**config.mk**
```make
export PLATFORM = sky130hd
export DESIGN_NAME = gs_top
export DESIGN_NICKNAME = d
export VERILOG_FILES = /design/src/common/gs_pkg.sv /design/src/common/gs_div_if.sv /design/src/hdl/gs_div.sv /design/src/hdl/gs_top.sv
export SDC_FILE = /design/constraint.sdc
export NUM_CORES = 2
export LEC_CHECK = 0
export BUFFER_PORTS_ARGS = -buffer_cell sky130_fd_sc_hd__clkbuf_2
export CAP_MARGIN = 10
export CORE_MARGIN = 2
export CORE_UTILIZATION = 55
export CTS_BUF_LIST = sky130_fd_sc_hd__clkbuf_8
export CTS_CLUSTER_DIAMETER = 30
export DETAILED_ROUTE_END_ITERATION = 8
export GPL_TIMING_DRIVEN = 1
export PLACE_DENSITY = 0.8
export SLEW_MARGIN = 0
export SYNTH_ARGS = -nofsm -noshare
export SYNTH_HDL_FRONTEND = slang
export SYNTH_SLANG_ARGS = --single-unit
```
**constraint.sdc**
```tcl
create_clock -name core_clk_i -period 11 [get_ports core_clk_i]
set_clock_uncertainty 0.1 [all_clocks]
set_input_delay 1.65 -clock core_clk_i [delete_from_list [all_inputs] [get_ports core_clk_i]]
set_output_delay 1.65 -clock core_clk_i [all_outputs]
set_load 0.005 [all_outputs]
```
**src/common/gs_pkg.sv**
```systemverilog
// Purpose: shared constants and types for gear scaling and pulse output
// Assumes: settings are sampled during reset (a restart)
// Notes: a setting of zero on its port selects the factory value
package gs_pkg;
    // gear numerator and denominator limits and factory values
    localparam logic [30:0] GS_GEAR_MIN = 31'h00000001;
    localparam logic [30:0] GS_GEAR_MAX = 31'h40000000;
    localparam logic [30:0] GS_NUM_RST = 31'h00000004;
    localparam logic [30:0] GS_DEN_RST = 31'h00000001;
    // ratio window: 1/1000 up to 4000
    localparam logic [11:0] GS_RATIO_LO_DIV = 12'h3E8;
    localparam logic [11:0] GS_RATIO_HI = 12'hFA0;
    // output pulse setting limits and factory value
    localparam logic [30:0] GS_PLS_MIN = 31'h00000010;
    localparam logic [30:0] GS_PLS_MAX = 31'h40000000;
    localparam logic [30:0] GS_PLS_RST = 31'h00000800;
    // quadrature edges per output cycle and per phase a pulse
    localparam int GS_EDGES_CYC = 4;
    localparam logic [1:0] GS_ORG_EDGES = 2'h2;
    // divider width and step count
    localparam int GS_DVD_W = 64;
    localparam logic [6:0] GS_DIV_STEPS = 7'h40;
    // divider states, gray along idle, run, done
    typedef enum logic [1:0] {
        GS_DV_IDLE = 2'b00,
        GS_DV_RUN = 2'b01,
        GS_DV_DONE = 2'b11
    } gs_div_st_t;
endpackage

```
**src/common/gs_div_if.sv**
```systemverilog
// Purpose: request and answer lines between scaler and divider
// Assumes: one clock, start is a one-cycle pulse while not busy
// Notes: done is a one-cycle pulse with quotient and remainder valid
interface gs_div_if;
    logic start;
    logic [63:0] dvd;
    logic [30:0] dvs;
    logic busy;
    logic done;
    logic [63:0] quo;
    logic [30:0] rem;
    modport req (output start, dvd, dvs, input busy, done, quo, rem);
    modport srv (input start, dvd, dvs, output busy, done, quo, rem);
endinterface

```
**src/hdl/gs_div.sv**
```systemverilog
// Purpose: unsigned restoring divider, one quotient bit per clock
// Assumes: divisor is never zero
// Notes: done follows start by the step count plus one
module gs_div
(
    // clock and reset
    input wire logic core_clk_i,
    input wire logic sys_rst_i,
    // request and answer
    gs_div_if.srv dv
);
    gs_pkg::gs_div_st_t st_r, st_nxt;
    logic [63:0] q_r, q_nxt;
    logic [31:0] rm_r, rm_nxt;
    logic [30:0] d_r, d_nxt;
    logic [6:0] n_r, n_nxt;
    logic [31:0] t;

    // one shift and trial subtract per step
    always_comb
    begin
        st_nxt = st_r;
        q_nxt = q_r;
        rm_nxt = rm_r;
        d_nxt = d_r;
        n_nxt = n_r;
        t = {rm_r[30:0], q_r[63]};
        unique case (st_r)
            gs_pkg::GS_DV_IDLE:
            begin
                if (dv.start)
                begin
                    q_nxt = dv.dvd;
                    d_nxt = dv.dvs;
                    rm_nxt = 32'h00000000;
                    n_nxt = gs_pkg::GS_DIV_STEPS;
                    st_nxt = gs_pkg::GS_DV_RUN;
                end
            end
            gs_pkg::GS_DV_RUN:
            begin
                if (t >= {1'b0, d_r})
                begin
                    rm_nxt = t - {1'b0, d_r};
                    q_nxt = {q_r[62:0], 1'b1};
                end
                else
                begin
                    rm_nxt = t;
                    q_nxt = {q_r[62:0], 1'b0};
                end
                n_nxt = n_r - 7'h01;
                if (n_r == 7'h01)
                    st_nxt = gs_pkg::GS_DV_DONE;
            end
            gs_pkg::GS_DV_DONE: st_nxt = gs_pkg::GS_DV_IDLE;
            default: st_nxt = gs_pkg::GS_DV_IDLE;
        endcase
    end

    // state registers
    always_ff @(posedge core_clk_i)
    begin
        if (sys_rst_i)
        begin
            st_r <= gs_pkg::GS_DV_IDLE;
            q_r <= 64'h0;
            rm_r <= 32'h0;
            d_r <= 31'h1;
            n_r <= 7'h00;
        end
        else
        begin
            st_r <= st_nxt;
            q_r <= q_nxt;
            rm_r <= rm_nxt;
            d_r <= d_nxt;
            n_r <= n_nxt;
        end
    end

    assign dv.busy = (st_r != gs_pkg::GS_DV_IDLE);
    assign dv.done = (st_r == gs_pkg::GS_DV_DONE);
    assign dv.quo = q_r;
    assign dv.rem = rm_r[30:0];
endmodule // gs_div

```
**src/hdl/gs_top.sv**
```systemverilog
// Purpose: electronic gear scaling and quadrature pulse re-output
// Assumes: encoder steps come from same-clock logic, one per cycle at most
// Notes: settings are taken while reset is high, i.e. at each restart

module gs_top
#(
    parameter int ENC_W = 20,
    parameter logic [20:0] ENC_RES = 21'h100000
)
(
    // clock and reset
    input wire logic core_clk_i,
    input wire logic sys_rst_i,
    // settings, sampled at restart
    input wire logic [30:0] gear_numerator_i,
    input wire logic [30:0] gear_denominator_i,
    input wire logic [30:0] output_pulses_per_rev_i,
    input wire logic rotation_direction_select_i,
    // position reference in and scaled counts out
    input wire logic ref_valid_i,
    input wire logic signed [31:0] ref_units_i,
    output logic ref_ready_o,
    output logic cnt_valid_o,
    output logic signed [63:0] cnt_o,
    // encoder steps from the position logic
    input wire logic enc_step_i,
    input wire logic enc_dir_i,
    // alarms
    output logic param_alarm_o,
    output logic pulse_alarm_o,
    // pulse outputs to the host
    output logic quad_a_out_o,
    output logic quad_a_out_n_o,
    output logic quad_b_out_o,
    output logic quad_b_out_n_o,
    output logic origin_pulse_out_o,
    output logic origin_pulse_out_n_o
);
    gs_div_if dv ();

    logic [30:0] num_r, num_nxt, den_r, den_nxt, pls_r, pls_nxt;
    logic rev_r, rev_nxt, palm_r, palm_nxt, qalm_r, qalm_nxt;
    logic [20:0] inc_r, inc_nxt;
    logic busy_r, busy_nxt, neg_r, neg_nxt, vld_r, vld_nxt;
    logic signed [31:0] acc_rem_r, acc_rem_nxt;
    logic signed [63:0] cnt_r, cnt_nxt, prod;
    logic [ENC_W-1:0] pos_r, pos_nxt;
    logic [21:0] dda_r, dda_nxt, dda_t;
    logic [1:0] ph_r, ph_nxt, oc_r, oc_nxt;
    logic org_r, org_nxt, wrap, edge_s, fwd;
    logic [42:0] lo_l, lo_r, hi_l, hi_r;
    logic [32:0] inc_w;

    gs_div u_div
    (
        .core_clk_i (core_clk_i),
        .sys_rst_i (sys_rst_i),
        .dv (dv)
    );

    // settings: take ports at restart, zero picks factory value
    always_comb
    begin
        num_nxt = num_r;
        den_nxt = den_r;
        pls_nxt = pls_r;
        rev_nxt = rev_r;
        if (sys_rst_i)
        begin
            num_nxt = (gear_numerator_i == 31'h0) ? gs_pkg::GS_NUM_RST
                : gear_numerator_i;
            den_nxt = (gear_denominator_i == 31'h0) ? gs_pkg::GS_DEN_RST
                : gear_denominator_i;
            pls_nxt = (output_pulses_per_rev_i == 31'h0)
                ? gs_pkg::GS_PLS_RST : output_pulses_per_rev_i;
            rev_nxt = rotation_direction_select_i;
        end
    end

    always_comb
    begin
        lo_l = 43'(num_r) * 43'(gs_pkg::GS_RATIO_LO_DIV);
        lo_r = 43'(den_r);
        hi_l = 43'(num_r);
        hi_r = 43'(den_r) * 43'(gs_pkg::GS_RATIO_HI);
        palm_nxt = (lo_l < lo_r) || (hi_l > hi_r)
            || (num_r > gs_pkg::GS_GEAR_MAX) || (den_r > gs_pkg::GS_GEAR_MAX);
        inc_w = 33'(pls_r) * 33'(gs_pkg::GS_EDGES_CYC);
        qalm_nxt = (pls_r < gs_pkg::GS_PLS_MIN)
            || (pls_r > gs_pkg::GS_PLS_MAX) || (inc_w > 33'(ENC_RES));
        inc_nxt = (inc_w > 33'(ENC_RES)) ? ENC_RES : inc_w[20:0];
    end

    // one reference of ref_units_i units per host step
    // multiply, then divide with remainder carried forward
    always_comb
    begin
        busy_nxt = busy_r;
        neg_nxt = neg_r;
        vld_nxt = 1'b0;
        acc_rem_nxt = acc_rem_r;
        cnt_nxt = cnt_r;
        prod = ref_units_i * $signed({33'h0, num_r})
            + 64'(acc_rem_r);
        dv.start = 1'b0;
        dv.dvd = prod[63] ? 64'(-prod) : prod;
        dv.dvs = den_r;
        if (!busy_r && !dv.busy && ref_valid_i)
        begin
            dv.start = 1'b1;
            busy_nxt = 1'b1;
            neg_nxt = prod[63];
        end
        else if (busy_r && dv.done)
        begin
            busy_nxt = 1'b0;
            vld_nxt = 1'b1;
            cnt_nxt = neg_r ? -$signed(dv.quo) : $signed(dv.quo);
            acc_rem_nxt = neg_r ? -$signed({1'b0, dv.rem})
                : $signed({1'b0, dv.rem});
        end
    end

    // reverse mode restores the forward sense
    always_comb
    begin
        fwd = enc_dir_i ^ rev_r;
        pos_nxt = pos_r;
        wrap = 1'b0;
        if (enc_step_i && fwd)
        begin
            wrap = (pos_r == ENC_W'(ENC_RES - 21'h1));
            pos_nxt = wrap ? '0 : pos_r + ENC_W'(1);
        end
        else if (enc_step_i)
        begin
            wrap = (pos_r == '0);
            pos_nxt = wrap ? ENC_W'(ENC_RES - 21'h1) : pos_r - ENC_W'(1);
        end
    end

    // rate divider: 4*pulses edges per revolution exactly, capped at ENC_RES edges
    always_comb
    begin
        dda_nxt = dda_r;
        edge_s = 1'b0;
        dda_t = 22'h0;
        if (enc_step_i && fwd)
        begin
            dda_t = dda_r + 22'(inc_r);
            edge_s = (dda_t >= 22'(ENC_RES));
            dda_nxt = edge_s ? dda_t - 22'(ENC_RES) : dda_t;
        end
        else if (enc_step_i)
        begin
            edge_s = (dda_r < 22'(inc_r));
            dda_nxt = edge_s ? dda_r + 22'(ENC_RES) - 22'(inc_r)
                : dda_r - 22'(inc_r);
        end
    end

    // quadrature phase index, a leads b going forward
    // origin held for two edges, one phase a pulse
    always_comb
    begin
        ph_nxt = ph_r;
        if (edge_s)
            ph_nxt = fwd ? ph_r + 2'h1 : ph_r - 2'h1;
        org_nxt = org_r;
        oc_nxt = oc_r;
        if (wrap)
        begin
            org_nxt = 1'b1;
            oc_nxt = 2'h0;
        end
        else if (org_r && edge_s)
        begin
            oc_nxt = oc_r + 2'h1;
            if (oc_r + 2'h1 == gs_pkg::GS_ORG_EDGES)
                org_nxt = 1'b0;
        end
    end

    // all state registers
    always_ff @(posedge core_clk_i)
    begin
        num_r <= num_nxt;
        den_r <= den_nxt;
        pls_r <= pls_nxt;
        rev_r <= rev_nxt;
        if (sys_rst_i)
        begin
            palm_r <= 1'b0;
            qalm_r <= 1'b0;
            inc_r <= 21'h0;
            busy_r <= 1'b0;
            neg_r <= 1'b0;
            vld_r <= 1'b0;
            acc_rem_r <= 32'sh0;
            cnt_r <= 64'sh0;
            pos_r <= '0;
            dda_r <= 22'h0;
            ph_r <= 2'h0;
            org_r <= 1'b0;
            oc_r <= 2'h0;
        end
        else
        begin
            palm_r <= palm_nxt;
            qalm_r <= qalm_nxt;
            inc_r <= inc_nxt;
            busy_r <= busy_nxt;
            neg_r <= neg_nxt;
            vld_r <= vld_nxt;
            acc_rem_r <= acc_rem_nxt;
            cnt_r <= cnt_nxt;
            pos_r <= pos_nxt;
            dda_r <= dda_nxt;
            ph_r <= ph_nxt;
            org_r <= org_nxt;
            oc_r <= oc_nxt;
        end
    end

    // output flops; inverted twins
    always_ff @(posedge core_clk_i)
    begin
        ref_ready_o <= !sys_rst_i && !busy_nxt;
        cnt_valid_o <= !sys_rst_i && vld_nxt;
        cnt_o <= sys_rst_i ? 64'sh0 : cnt_nxt;
        param_alarm_o <= !sys_rst_i && palm_nxt;
        pulse_alarm_o <= !sys_rst_i && qalm_nxt;
        quad_a_out_o <= !sys_rst_i && (ph_nxt == 2'h1 || ph_nxt == 2'h2);
        quad_a_out_n_o <= sys_rst_i || !(ph_nxt == 2'h1 || ph_nxt == 2'h2);
        quad_b_out_o <= !sys_rst_i && ph_nxt[1];
        quad_b_out_n_o <= sys_rst_i || !ph_nxt[1];
        origin_pulse_out_o <= !sys_rst_i && org_nxt;
        origin_pulse_out_n_o <= sys_rst_i || !org_nxt;
    end

    // checks
    comp_a_a: assert property (@(posedge core_clk_i)
        disable iff (sys_rst_i) quad_a_out_o != quad_a_out_n_o)
        else $error("a twin equal");
    comp_c_a: assert property (@(posedge core_clk_i)
        disable iff (sys_rst_i) origin_pulse_out_o != origin_pulse_out_n_o)
        else $error("origin twin equal");
    quad_step_a: assert property (@(posedge core_clk_i)
        disable iff (sys_rst_i)
        !($changed(quad_a_out_o) && $changed(quad_b_out_o)))
        else $error("a and b moved together");
    ratio_alarm_a: assert property (@(posedge core_clk_i)
        disable iff (sys_rst_i) !$past(sys_rst_i) |->
        param_alarm_o == ((43'(num_r) * 43'h3E8 < 43'(den_r))
        || (43'(num_r) > 43'(den_r) * 43'hFA0)))
        else $error("ratio alarm wrong");
    setting_hold_a: assert property (@(posedge core_clk_i)
        disable iff (sys_rst_i) ##1 $stable(num_r) && $stable(den_r))
        else $error("gear setting moved outside restart");
    origin_rev_a: assert property (@(posedge core_clk_i)
        disable iff (sys_rst_i)
        $rose(origin_pulse_out_o) |-> $past(wrap))
        else $error("origin without revolution wrap");
    origin_width_a: assert property (@(posedge core_clk_i)
        disable iff (sys_rst_i)
        org_r && edge_s && oc_r == 2'h1 && !wrap |=> !origin_pulse_out_o)
        else $error("origin wider than phase a pulse");
    gear_answer_a: assert property (@(posedge core_clk_i)
        disable iff (sys_rst_i)
        ref_valid_i && ref_ready_o |-> ##66 cnt_valid_o)
        else $error("scaled count late");
    fwd_lead_a: assert property (@(posedge core_clk_i)
        disable iff (sys_rst_i)
        edge_s && fwd && ph_r == 2'h0 |=> quad_a_out_o && !quad_b_out_o)
        else $error("forward phase form wrong");
endmodule // gs_top

```
==> reports/results.ini <==
[floorplanning]
rows = 133
core_um2 = 131000
start_util = 0.554
fp.dieH_um = 368
die_x_um = 368
io_pins = 205
fp.dieArea_um2 = 135000

[logic_synthesis]
ys.flop_type = dfxtp_1
seq_area_frac_synth = 0.123
syn_inst = 8056
synth_edf_count = 94
netlist_area_um2 = 72700
synth_fp_nets = 10100
ys_types = 100
ys_async_sr_fraction = 0
ys_ff_latch = 401
synth_area_per_cell_um2 = 9.03
yosysWarnings = 0

[layout]
drive_gt1_frac = 0.0699
fill_cells = 11000
layoutNonFillerInstCount = 9853
area_growth_pct = 6.51
postLayoutCellArea_um2 = 77400
finalNetCount = 10000

[clock_tree]
htreeDepth = 3
cts_tree = done
clockBufferDepth = 3
postCtsHoldBufs = 0
clk_latency_ps = 720
path_clk_slew_ps = 50
clock_sinks = 401
cts_inserted_buffers = 88
cts_root_buf = clkbuf_8
cts-resized-gates = 0
cts_setup_buffers = 0

[setup_path]
slowest_stage = fa_1
setup.worst_path.start_class = input pin
path_class = input pin to flip-flop
crit_arrival_ps = 10790
cp_data_required_time_ps = 11440
cp_max_fo = 23
cpPeakStageDelay_ps = 580
end_kind = flip-flop
crit_top_cell = fa_1

[route]
dr.pass1.iters = 6
viasPerCell = 5.76
antenna_violating_nets_post_route = 0
drt_iter0_markers = 4805
detail_route.wl_per_cell_um = 19.7
drc = 0
num_vias = 56800
routed_wl_mm = 194

[placed_design]
dp_hpwl_mm = 160
gp_routability_congestion = 0.966
pre_cts_ws_ps = 103
place_area_um2 = 75400
numPortBuffers = 204
dp_cells = 9685

[global_route]
grt_max_degree = 139
grt_pass1_wl_mm = 319
grt_use_total = 0.294
first_global_vias = 59300
antenna_found_initial = 7
overflow = 0

[sta]
timing.fmax_mhz = 96.6
tightestPinTransition_ps = 1230
finalSetupTns_ps = 0
slew_headroom = 0.182
finalWorstSetupSlack_ps = 647
finalHoldViolCount = 0
drv_slew = 0
fin_crit_ps = 10350
rsz0062_at_grt = false
layout_worst_path_cycle_share = 0.941
setup_viol = 0

[worst_hold_path]
hold_path_class = flip-flop to flip-flop

[run_status]
outcome = finished clean

[flow_run]
drv_cap = 0

metrics by stage:
step | util | hold WS, ps
after CTS | 0.590 | 355
after detailed placement | 0.574 | 348
after global routing | 0.590 | 380
final | 0.590 | 355
after floorplan | - | 336
after global placement | 0.574 | 345
state kept, by name (all words and copies together) (netlist names), 19 cells and up:
register and cells:
den_r 31, u_div.rm_r 31, u_div.dv.quo 64, num_r 31
pls_r 31, cnt_o 64, pos_r 20, dda_r 20
acc_rem_r 32, inc_r 19, u_div.d_r 31
layout make-up:
| cell class | instances | area (um^2) | area share |
|---|---|---|---|
| timing repair buffer | 342 | 2150 | 0.0278 |
| tap | 1755 | 2200 | 0.0284 |
| clock buffer | 99 | 1360 | 0.0176 |
| antenna | 2 | 5.00 | 0.0000646 |
| clock inverter | 67 | 702 | 0.00906 |
| sequential | 401 | 8970 | 0.116 |
| multi-input combinational | 5839 | 57000 | 0.736 |
| inverter | 1348 | 5060 | 0.0653 |
path summary, 6_finish.rpt:
kind                                 startpoint          endpoint  slack (ps)  depth (start not counted)
worst max-delay path            ref_units_i[11]  u_div.dv.quo[50]         650                         29
worst min-delay path               u_div.d_r[2]      u_div.d_r[2]         360                          2
worst max register to register        num_r[16]  u_div.dv.quo[50]         690                         28
worst min register to register     u_div.d_r[2]      u_div.d_r[2]         360                          2
synthesized netlist by cell type (12+ instances only):
| master | number | area share |
|---|---|---|
| mux2i_1 | 25 | 0.0034 |
| or4_1 | 25 | 0.0026 |
| nand3_1 | 80 | 0.0055 |
| inv_1 | 1348 | 0.070 |
| o41ai_1 | 20 | 0.0024 |
| o21a_1 | 40 | 0.0041 |
| nor4_1 | 59 | 0.0051 |
| a211oi_1 | 132 | 0.014 |
| nor2_1 | 348 | 0.018 |
| nand2_1 | 689 | 0.036 |
| fa_1 | 1330 | 0.37 |
| nand3b_1 | 17 | 0.0018 |
| a311oi_1 | 15 | 0.0018 |
| o22ai_1 | 26 | 0.0022 |
| a21o_1 | 112 | 0.012 |
| ha_1 | 539 | 0.093 |
| and2_1 | 721 | 0.062 |
| clkbuf_1 | 454 | 0.023 |
| a21oi_1 | 378 | 0.026 |
| nand2b_1 | 49 | 0.0042 |
| or2_2 | 17 | 0.0015 |
| o31ai_1 | 52 | 0.0054 |
| xor2_1 | 154 | 0.019 |
| o21bai_1 | 27 | 0.0028 |
| nand4_1 | 54 | 0.0046 |
| xnor2_1 | 158 | 0.019 |
| or3_1 | 48 | 0.0041 |
| nor3_1 | 102 | 0.0070 |
| buf_1 | 12 | 0.00062 |
| edfxtp_1 | 94 | 0.039 |
| a22oi_1 | 71 | 0.0073 |
| o21ai_0 | 205 | 0.014 |
| nor2b_1 | 38 | 0.0033 |
| and3_1 | 45 | 0.0039 |
| o211ai_1 | 20 | 0.0021 |
| a31oi_1 | 38 | 0.0033 |
| dfxtp_1 | 307 | 0.085 |
cells by family (layout without fill, tap and decap cells):
group           Yosys count  count (layout)  share of synthesized area
flops                   401             401                      0.123
simple gates           2347            2347                      0.167
buf+inv                1816            1856                     0.0938
xor+xnor                312             312                     0.0376
other cells               0               2                          0
mux                      36              36                    0.00515
compound gates         1275            1275                      0.115
fa+ha+maj              1869            1869                      0.459
cells in the final DEF, fill, tap and decap left out, types with 132 or more instances in the layout:
cell type / Yosys / layout
a211oi_1: 132 / 132
a21oi_1: 378 / 377
and2_1: 721 / 721
clkbuf_2: 0 / 203
dfxtp_1: 307 / 306
fa_1: 1330 / 1330
ha_1: 539 / 539
inv_1: 1348 / 1363
nand2_1: 689 / 689
nor2_1: 348 / 346
o21ai_0: 205 / 205
xnor2_1: 158 / 156
xor2_1: 154 / 152
critical path, delay by kind of cell:
family	cells	cell delay, ps
compound gates	6	1520
xor+xnor	1	320
fa+ha+maj	9	4530
buf+inv	7	1220
simple gates	6	1560
layer usage:
layer / vias up / wire [um] / GRT usage
met5: - / 57 / 0
met4: 10 / 7500 / 0.106
met3: 382 / 15000 / 0.0479
met2: 2187 / 88900 / 0.461
met1: 28500 / 82500 / 0.413
li1: 25700 / - / -
Power is left out: the tool's default activity adds up to more than one toggle a clock period on the data nets, which glitch-free logic cannot reach.
